--- config.mk ---
export PLATFORM = sky130hd
export DESIGN_NAME = sstc_core
export DESIGN_NICKNAME = d
export VERILOG_FILES = /design/src/rtl/sstc_pkg.sv /design/src/rtl/sstc_core.sv
export SDC_FILE = /design/constraint.sdc
export NUM_CORES = 1
export LEC_CHECK = 0
export BUFFER_PORTS_ARGS = -buffer_cell sky130_fd_sc_hd__buf_2
export CORE_ASPECT_RATIO = 1.2
export CORE_MARGIN = 2
export CORE_UTILIZATION = 35
export DETAILED_ROUTE_END_ITERATION = 10
export PLACE_DENSITY = 0.59
export REMOVE_ABC_BUFFERS = 1
export SYNTH_ARGS = -nofsm -noshare
export SYNTH_HDL_FRONTEND = slang
export SYNTH_SLANG_ARGS = --single-unit
--- constraint.sdc ---
create_clock -name i_core_clk -period 9.4 [get_ports i_core_clk]
set_input_delay 1.41 -clock i_core_clk [delete_from_list [all_inputs] [get_ports i_core_clk]]
set_output_delay 1.41 -clock i_core_clk [all_outputs]
set_load 0.02 [all_outputs]
--- src/rtl/sstc_pkg.sv ---
// Constants and types shared by the sensor scan timing control logic.
package sstc_pkg;

    // -------------------------------------------------------------------
    // Register bus and register map
    // -------------------------------------------------------------------
    localparam int unsigned AW            = 8;
    localparam int unsigned DW            = 16;
    localparam int unsigned NUM_DAC       = 8;
    localparam int unsigned NUM_TSM       = 8;
    localparam int unsigned DAC_W         = 10;
    localparam logic [7:0]  ADDR_CTL_CNT  = 8'h00;
    localparam logic [7:0]  ADDR_CTL_OSC  = 8'h01;
    localparam logic [7:0]  ADDR_SCAN_CNT = 8'h02;
    localparam logic [7:0]  ADDR_DAC_BASE = 8'h08;
    localparam logic [7:0]  ADDR_TSM_BASE = 8'h10;

    // -------------------------------------------------------------------
    // Counter and divider control fields
    // -------------------------------------------------------------------
    localparam int unsigned CLR_RD_BIT    = 15;
    localparam int unsigned CNT2_EN_BIT   = 14;
    localparam int unsigned DN_EN_BIT     = 13;
    localparam int unsigned UP_EN_BIT     = 12;
    localparam int unsigned HI_BR_BIT     = 11;
    localparam int unsigned LO_BR_BIT     = 10;
    localparam int unsigned DIVB_LSB      = 7;
    localparam int unsigned DIVA_LSB      = 4;
    localparam int unsigned AUXDIV_LSB    = 2;
    localparam int unsigned FASTDIV_LSB   = 0;

    // -------------------------------------------------------------------
    // Oscillator and repeat control fields
    // -------------------------------------------------------------------
    localparam int unsigned CYC_CNT_LSB   = 8;
    localparam int unsigned REPEAT_BIT    = 7;
    localparam int unsigned TRIM_LSB      = 3;
    localparam int unsigned NOM_BIT       = 2;
    localparam int unsigned CAL_BIT       = 1;
    localparam int unsigned OSC_EN_BIT    = 0;
    localparam logic [15:0] CTL_OSC_WMASK = 16'h00FF;

    // -------------------------------------------------------------------
    // Timing state entry fields
    // -------------------------------------------------------------------
    localparam int unsigned REP_LSB       = 11;
    localparam int unsigned SLOW_BIT      = 10;
    localparam int unsigned STOP_BIT      = 9;

    // -------------------------------------------------------------------
    // Reset values and timing counts
    // -------------------------------------------------------------------
    localparam logic [15:0] CTL_CNT_RST   = 16'h0000;
    localparam logic [15:0] CTL_OSC_RST   = 16'h0040;
    localparam logic [1:0]  CAL_WIN_FAST  = 2'h0;
    localparam logic [1:0]  CAL_WIN_SLOW  = 2'h3;

    typedef enum logic [0:0] {SEQ_IDLE, SEQ_RUN} sstc_seq_t;
    typedef enum logic [1:0] {CAL_IDLE, CAL_ARM, CAL_COUNT} sstc_cal_t;

endpackage : sstc_pkg

--- src/rtl/sstc_core.sv ---
// Sensor scan timing control: counters, dividers, oscillator calibration, DAC and timing sequencer.
//
// Decided for this implementation: the strobed register port and the placing of the registers.
module sstc_core (
    input  wire logic        i_core_clk,
    input  wire logic        i_nrst,
    input  wire logic [7:0]  i_addr,
    input  wire logic [15:0] i_wdata,
    input  wire logic        i_wr,
    input  wire logic        i_rd,
    output logic      [15:0] o_rdata,
    input  wire logic        i_aux_clk,
    input  wire logic        i_osc_clk,
    input  wire logic        i_proc_step,
    input  wire logic        i_count_up_bit,
    input  wire logic        i_count_down_bit,
    input  wire logic        i_high_branch_bit,
    input  wire logic        i_low_branch_bit,
    output logic      [1:0]  o_next_branch,
    output logic             o_osc_enable,
    output logic             o_osc_nominal_select,
    output logic      [3:0]  o_osc_trim,
    output logic             o_hf_from_osc,
    output logic             o_tsm_active,
    output logic      [2:0]  o_tsm_index,
    output logic      [15:0] o_tsm_entry,
    output logic             o_seq_end,
    output logic      [79:0] o_dac_levels
);

    // -------------------------------------------------------------------
    // State record
    // -------------------------------------------------------------------
    typedef struct packed {
        logic [15:0]                                    ctl_cnt;
        logic [15:0]                                    ctl_osc;
        logic [7:0]                                     cnt1;
        logic [7:0]                                     cnt2;
        logic [sstc_pkg::NUM_DAC-1:0][sstc_pkg::DAC_W-1:0] dac;
        logic [sstc_pkg::NUM_TSM-1:0][15:0]             tsm;
        logic [15:0]                                    rdata;
        logic [1:0]                                     branch;
        logic                                           aux_s1;
        logic                                           aux_s2;
        logic                                           aux_s3;
        logic                                           osc_s1;
        logic                                           osc_s2;
        logic                                           osc_s3;
        logic [2:0]                                     fast_div;
        logic [2:0]                                     aux_div;
        logic [9:0]                                     trig_cnt;
        sstc_pkg::sstc_seq_t                            seq;
        logic [2:0]                                     idx;
        logic [4:0]                                     rep;
        logic [15:0]                                    entry;
        logic                                           seq_end;
        sstc_pkg::sstc_cal_t                            cal;
        logic [1:0]                                     cal_win;
        logic [7:0]                                     cal_cnt;
        logic                                           cal_req;
    } sstc_state_t;

    sstc_state_t s_q;
    sstc_state_t s_d;

    logic        aux_edge;
    logic        osc_edge;
    logic [2:0]  fast_lim;
    logic [2:0]  aux_lim;
    logic        fast_tick;
    logic        aux_tick;
    logic        hf_tick;
    logic        osc_en;
    logic        repeat_mode;
    logic [2:0]  div_a;
    logic [2:0]  div_b;
    logic [9:0]  trig_n;
    logic        trig_tick;
    logic [15:0] cur;
    logic        cur_stop;
    logic        state_tick;
    logic        cal_req;
    logic        clr_read;
    logic        dac_hit;
    logic        tsm_hit;

    // -------------------------------------------------------------------
    // Clock edges and dividers
    // -------------------------------------------------------------------
    assign aux_edge    = s_q.aux_s2 & ~s_q.aux_s3;
    assign osc_edge    = s_q.osc_s2 & ~s_q.osc_s3;
    assign osc_en      = s_q.ctl_osc[sstc_pkg::OSC_EN_BIT];
    assign repeat_mode = s_q.ctl_osc[sstc_pkg::REPEAT_BIT];
    assign fast_lim    = 3'((4'h1 << s_q.ctl_cnt[sstc_pkg::FASTDIV_LSB +: 2]) - 4'h1);
    assign aux_lim     = 3'((4'h1 << s_q.ctl_cnt[sstc_pkg::AUXDIV_LSB +: 2]) - 4'h1);
    assign fast_tick   = (s_q.fast_div == fast_lim);
    assign aux_tick    = aux_edge && (s_q.aux_div == aux_lim);
    assign hf_tick     = osc_en ? osc_edge : fast_tick;
    assign div_a       = s_q.ctl_cnt[sstc_pkg::DIVA_LSB +: 3];
    assign div_b       = s_q.ctl_cnt[sstc_pkg::DIVB_LSB +: 3];
    assign trig_n      = 10'(2 * (2 * int'(div_a) + 1) * (2 * int'(div_b) + 1));
    assign trig_tick   = aux_tick && (s_q.trig_cnt >= 10'(trig_n - 10'h001));
    assign cur         = s_q.tsm[s_q.idx];
    assign cur_stop    = cur[sstc_pkg::STOP_BIT];
    assign state_tick  = cur[sstc_pkg::SLOW_BIT] ? aux_tick : hf_tick;
    assign cal_req     = osc_en & s_q.ctl_osc[sstc_pkg::CAL_BIT];
    assign clr_read    = i_rd && (i_addr == sstc_pkg::ADDR_SCAN_CNT) && s_q.ctl_cnt[sstc_pkg::CLR_RD_BIT];
    assign dac_hit     = (i_addr[7:3] == sstc_pkg::ADDR_DAC_BASE[7:3]);
    assign tsm_hit     = (i_addr[7:3] == sstc_pkg::ADDR_TSM_BASE[7:3]);

    // -------------------------------------------------------------------
    // Next state
    // -------------------------------------------------------------------
    always_comb begin
        s_d        = s_q;
        s_d.aux_s1 = i_aux_clk;
        s_d.aux_s2 = s_q.aux_s1;
        s_d.aux_s3 = s_q.aux_s2;
        s_d.osc_s1 = i_osc_clk;
        s_d.osc_s2 = s_q.osc_s1;
        s_d.osc_s3 = s_q.osc_s2;
        s_d.seq_end = 1'b0;
        s_d.rdata  = 16'h0000;

        s_d.fast_div = fast_tick ? 3'h0 : 3'(s_q.fast_div + 3'h1);
        if (aux_edge) begin
            s_d.aux_div = (s_q.aux_div == aux_lim) ? 3'h0 : 3'(s_q.aux_div + 3'h1);
        end
        if (aux_tick) begin
            s_d.trig_cnt = trig_tick ? 10'h000 : 10'(s_q.trig_cnt + 10'h001);
        end

        if (i_wr) begin
            if (i_addr == sstc_pkg::ADDR_CTL_CNT) begin
                s_d.ctl_cnt = i_wdata;
            end
            if (i_addr == sstc_pkg::ADDR_CTL_OSC) begin
                s_d.ctl_osc = (s_q.ctl_osc & ~sstc_pkg::CTL_OSC_WMASK) | (i_wdata & sstc_pkg::CTL_OSC_WMASK);
            end
            if (dac_hit) begin
                s_d.dac[i_addr[2:0]] = i_wdata[sstc_pkg::DAC_W-1:0];
            end
            if (tsm_hit) begin
                s_d.tsm[i_addr[2:0]] = i_wdata;
            end
        end

        if (i_rd) begin
            if (i_addr == sstc_pkg::ADDR_CTL_CNT) begin
                s_d.rdata = s_q.ctl_cnt;
            end else if (i_addr == sstc_pkg::ADDR_CTL_OSC) begin
                s_d.rdata = s_q.ctl_osc;
            end else if (i_addr == sstc_pkg::ADDR_SCAN_CNT) begin
                s_d.rdata = {s_q.cnt2, s_q.cnt1};
            end else if (dac_hit) begin
                s_d.rdata = {6'h00, s_q.dac[i_addr[2:0]]};
            end else if (tsm_hit) begin
                s_d.rdata = s_q.tsm[i_addr[2:0]];
            end
        end

        // A count event in the clearing cycle is applied on top of zero.
        if (clr_read) begin
            s_d.cnt1 = 8'h00;
            s_d.cnt2 = 8'h00;
        end
        if (i_proc_step) begin
            if (i_count_up_bit && s_q.ctl_cnt[sstc_pkg::UP_EN_BIT]) begin
                s_d.cnt1 = 8'(s_d.cnt1 + 8'h01);
            end
            if (i_count_down_bit && s_q.ctl_cnt[sstc_pkg::DN_EN_BIT]) begin
                s_d.cnt1 = 8'(s_d.cnt1 - 8'h01);
            end
            if (i_count_down_bit && s_q.ctl_cnt[sstc_pkg::CNT2_EN_BIT]) begin
                s_d.cnt2 = 8'(s_d.cnt2 - 8'h01);
            end
            s_d.branch[1] = i_high_branch_bit && s_q.ctl_cnt[sstc_pkg::HI_BR_BIT]
                            && s_q.ctl_cnt[sstc_pkg::LO_BR_BIT];
            s_d.branch[0] = i_low_branch_bit && s_q.ctl_cnt[sstc_pkg::LO_BR_BIT];
        end

        unique case (s_q.seq)
            sstc_pkg::SEQ_IDLE: begin
                if (repeat_mode || trig_tick) begin
                    s_d.seq = sstc_pkg::SEQ_RUN;
                    s_d.idx = 3'h0;
                    s_d.rep = 5'h00;
                end
            end
            sstc_pkg::SEQ_RUN: begin
                if (cur_stop) begin
                    if (hf_tick) begin
                        s_d.seq_end = 1'b1;
                        s_d.idx     = 3'h0;
                        s_d.rep     = 5'h00;
                        s_d.seq     = repeat_mode ? sstc_pkg::SEQ_RUN : sstc_pkg::SEQ_IDLE;
                    end
                end else if (state_tick) begin
                    if (s_q.rep == cur[sstc_pkg::REP_LSB +: 5]) begin
                        s_d.rep = 5'h00;
                        s_d.idx = 3'(s_q.idx + 3'h1);
                    end else begin
                        s_d.rep = 5'(s_q.rep + 5'h01);
                    end
                end
            end
        endcase

        s_d.cal_req = cal_req;
        unique case (s_q.cal)
            sstc_pkg::CAL_IDLE: begin
                if (cal_req && !s_q.cal_req) begin
                    s_d.cal = sstc_pkg::CAL_ARM;
                end
            end
            sstc_pkg::CAL_ARM: begin
                if (!cal_req) begin
                    s_d.cal = sstc_pkg::CAL_IDLE;
                end else if (aux_edge) begin
                    s_d.cal     = sstc_pkg::CAL_COUNT;
                    s_d.cal_cnt = 8'h00;
                    s_d.cal_win = 2'h0;
                end
            end
            sstc_pkg::CAL_COUNT: begin
                if (osc_edge && s_q.cal_cnt != 8'hFF) begin
                    s_d.cal_cnt = 8'(s_q.cal_cnt + 8'h01);
                end
                if (!cal_req) begin
                    s_d.cal = sstc_pkg::CAL_IDLE;
                end else if (aux_edge) begin
                    if (s_q.cal_win == (s_q.ctl_osc[sstc_pkg::NOM_BIT] ?
                                        sstc_pkg::CAL_WIN_SLOW : sstc_pkg::CAL_WIN_FAST)) begin
                        s_d.ctl_osc[sstc_pkg::CYC_CNT_LSB +: 8] = s_d.cal_cnt;
                        s_d.cal = sstc_pkg::CAL_IDLE;
                    end else begin
                        s_d.cal_win = 2'(s_q.cal_win + 2'h1);
                    end
                end
            end
            default: begin
                s_d.cal = sstc_pkg::CAL_IDLE;
            end
        endcase

        s_d.entry = s_d.tsm[s_d.idx];
    end

    // -------------------------------------------------------------------
    // State register
    // -------------------------------------------------------------------
    always_ff @(posedge i_core_clk or negedge i_nrst) begin
        if (!i_nrst) begin
            s_q         <= '0;
            s_q.ctl_cnt <= sstc_pkg::CTL_CNT_RST;
            s_q.ctl_osc <= sstc_pkg::CTL_OSC_RST;
        end else begin
            s_q <= s_d;
        end
    end

    // -------------------------------------------------------------------
    // Outputs
    // -------------------------------------------------------------------
    assign o_rdata              = s_q.rdata;
    assign o_next_branch        = s_q.branch;
    assign o_osc_enable         = osc_en;
    assign o_osc_nominal_select = s_q.ctl_osc[sstc_pkg::NOM_BIT];
    assign o_osc_trim           = s_q.ctl_osc[sstc_pkg::TRIM_LSB +: 4];
    assign o_hf_from_osc        = osc_en;
    assign o_tsm_active         = (s_q.seq == sstc_pkg::SEQ_RUN);
    assign o_tsm_index          = s_q.idx;
    assign o_tsm_entry          = s_q.entry;
    assign o_seq_end            = s_q.seq_end;

    genvar g;
    generate
        for (g = 0; g < sstc_pkg::NUM_DAC; g++) begin : g_dac
            assign o_dac_levels[g*sstc_pkg::DAC_W +: sstc_pkg::DAC_W] = s_q.dac[g];
        end
    endgenerate
endmodule : sstc_core

==> impl_metrics.yaml <==
placement:
  dpl.hpwl_mm: 36.07
  dp.cells: 2281
  postPlaceCellArea_sq_um: 19530
  numPortBuffers: 160
  gp_congestion: 0.8371
global_routing:
  grt_usage_pct: 19.27
  grt_pass1_vias: 13569
  grt.overflow.total: 0
  grt_pass1_wl_mm: 83.38
  antenna_found_initial: 5
  grt_max_degree: 145
yosys:
  ys_warn_count: 0
  ys_types: 66
  synthesis.area_sq_um: 18940
  synth.most_common_cell: "dfrtp_1"
  synthArstFlopShare_pct: 100.0
  synthFlopType: "dfrtp_1"
  yosysTopAreaCellShare_pct: 44.12
  synth_edf_count: 0
  synth-seq-cells: 335
  yosysSeqAreaShare_pct: 44.26
  netlist_instances: 1605
  synthTopCellsByCount: "334 x dfrtp_1, 237 x mux2_2, 125 x buf_4"
  synth_area_leader_cell: "dfrtp_1"
  synth_area_leaders: "dfrtp_1 44%, mux2_2 14%, mux4_2 7.8%, buf_4 5.0%, ha_1 2.4%"
  avgSynthCellArea_sq_um: 11.80
timing:
  slew_headroom_pct: 17.51
  fmax_mhz: 161.8
  finClkSkew_ns: 0.01647
  hold_ws_ns: 0.3497
  fin_crit_ns: 6.179
  final-hold-violation-count: 0
  fin_tns_setup_ns: 0
  worst_pin_slew_ns: 1.234
  timing.final.crit_share_pct: 65.73
  slew_viol_final: 0
  rsz0062_at_grt: "no"
  setup_viol: 0
layout:
  drive_gt1_share_pct: 34.23
  layout.nets: 1684
  synthToLayoutAreaGrowth_pct: 9.227
  final_area_sq_um: 20690
  layout.cells.non_filler: 2347
die:
  top_level_ports: 161
  start_util_pct: 35.31
  row_count: 93
  dieWidth_microns: 216.4
  coreArea_sq_um: 53640
  die_h_microns: 258.9
  die_area_sq_um: 56010
setup_path:
  crit_arrival_ns: 6.62
  start_kind: "flop"
  worstPathRequired_ns: 9.84
  cp_max_fo: 49
  critical_path_class: "flop to flop"
  end_kind: "flop"
power:
  clkPwrFrac_pct: 29.3
  power.density_nw_per_um2: 232.4
  power_switching_share_pct: 36.48
  leakagePower_nw: 9.883
  power_frac_seq_pct: 35.5
  ir_drop_mv: 0.1679
  total_power_w: 0.004808
  p_sw_w: 0.001754
  p_comb_share_pct: 35.2
  p_int_w: 0.003054
worst_hold_path:
  min_path_type: "flop to flop"
flow_run:
  max_cap_viol_count: 0
cts:
  h-tree-depth: 2
  clock-root-buffer: "clkbuf_16"
  cts_hold_buf: 0
  clk_pin_slew_worst_paths_ns: 0.06
  cts_tree: "done"
  cts_buffers: 37
  clkLatencyLatePin_ns: 0.54
  cts_resized: 0
  cts.sinks: 335
  clk_path_buf_depth: 3
  cts_setup_buffers: 0
detailed_routing:
  vias: 13136
  drt-vias-per-instance: 5.597
  drt_iter0_drc: 980
  drc: 0
  finalWirelength_mm: 54.45
  wl_per_cell_microns: 23.20
  final_antenna_net_count: 0
  drt-pass1-iter-count: 7
status:
  status: "finished, final reports clean"
stage by stage:
stage	utilization, %	setup slack, ns
global placement	36.41	3.522
CTS	38.56	3.290
finish	38.57	3.221
floorplan	-	3.960
detailed placement	36.41	3.332
global route	38.57	2.751
layout make-up:
class	instances	area, sq um
multi-input combinational	1014	9114
antenna	2	5.005
clock buffer	61	1116
timing repair buffer	183	1001
clock inverter	3	41.29
tap	712	890.9
fill	5133	32950
sequential	335	8384
inverter	37	138.9
registers in the layout, summed over array words and instances, names as in the netlist, 3 cells and up:
signal / flops
div_b: 3
o_rdata: 16
o_tsm_index: 3
o_dac_levels: 80
s_q: 199
div_a: 3
s_d: 4
o_tsm_entry: 16
o_osc_trim: 4
path summary, 6_finish.rpt:
kind                            slack [ns]                            to  cells after the start                  from
worst max register to register        3.22      o_tsm_entry[2]$_DFF_PN0_                     20  div_b[1]$_DFFE_PN0P_
max in group asynchronous             6.94          o_rdata[0]$_DFF_PN0_                      2                i_nrst
worst min-delay path                  0.35             s_d[55]$_DFF_PN0_                      0     s_d[56]$_DFF_PN0_
min in group asynchronous             0.92  o_dac_levels[28]$_DFFE_PN0P_                      1                i_nrst
worst max-delay path                  3.22      o_tsm_entry[2]$_DFF_PN0_                     20  div_b[1]$_DFFE_PN0P_
worst min register to register        0.35             s_d[55]$_DFF_PN0_                      0     s_d[56]$_DFF_PN0_
layer usage:
layer	part of all wire [%]	track usage, %	vias to the layer above
li1	-	-	5848
met1	42	24.67	6854
met2	50	33.28	343
met3	4.1	2.512	89
met4	3.3	7.230	2
met5	0.020	0	-
cells in the final DEF, fill, tap and decap left out, types with 14 or more instances in the layout:
cell and instances:
o21ai_0 60, and2_1 17, buf_4 24, o211ai_1 18
a31oi_1 23, a21oi_1 48, buf_2 157, o31a_1 49
mux2_2 237, a21o_1 55, nand2_1 74, nand3_1 21
dfrtp_1 334, clkbuf_1 14, and3_1 14, nor3_1 18
mux2i_1 42, ha_1 37, o22ai_1 20, xnor2_1 19
mux4_2 66, nor2_1 59, clkbuf_16 37, inv_1 36
power groups by stage:
| stage | logic [W] | clock network [W] | registers (W) |
|---|---|---|---|
| after floorplan | 0.00107 | 0 | 0.00175 |
| after global placement | 0.00164 | 0 | 0.00173 |
| after detailed placement | 0.00168 | 0 | 0.00173 |
| after CTS | 0.00169 | 0.00144 | 0.00171 |
| after global routing | 0.00183 | 0.00150 | 0.00172 |
| final | 0.00169 | 0.00141 | 0.00171 |
kinds of logic (layout without fill, tap and decap cells):
logic type      after synthesis  in the layout  share of synthesized area [%]
simple gates                249            249                          6.347
xor+xnor                     31             31                          1.433
flops                       335            335                          44.26
other cells                   0              2                              0
compound gates              347            347                          13.12
mux                         346            346                          24.23
buf+inv                     256            284                          7.748
fa+ha+maj                    41             41                          2.867
worst max-delay path: stages, from the launching register on:
cell	delay, ns
dfrtp_1	0.44
and2_1	0.17
ha_1	0.27
ha_1	0.30
fa_1	0.50
ha_1	0.31
a31o_2	0.23
a21oi_1	0.22
o21bai_1	0.10
a21oi_1	0.20
xor2_1	0.19
ha_1	0.25
o21ai_0	0.21
nor2_1	0.08
a221oi_1	0.64
o21a_2	0.24
buf_4	0.51
nor2_4	0.23
clkinv_1	0.51
o211ai_1	0.18
a31oi_1	0.24
No activity file was read; power rests on OpenSTA's default activity.
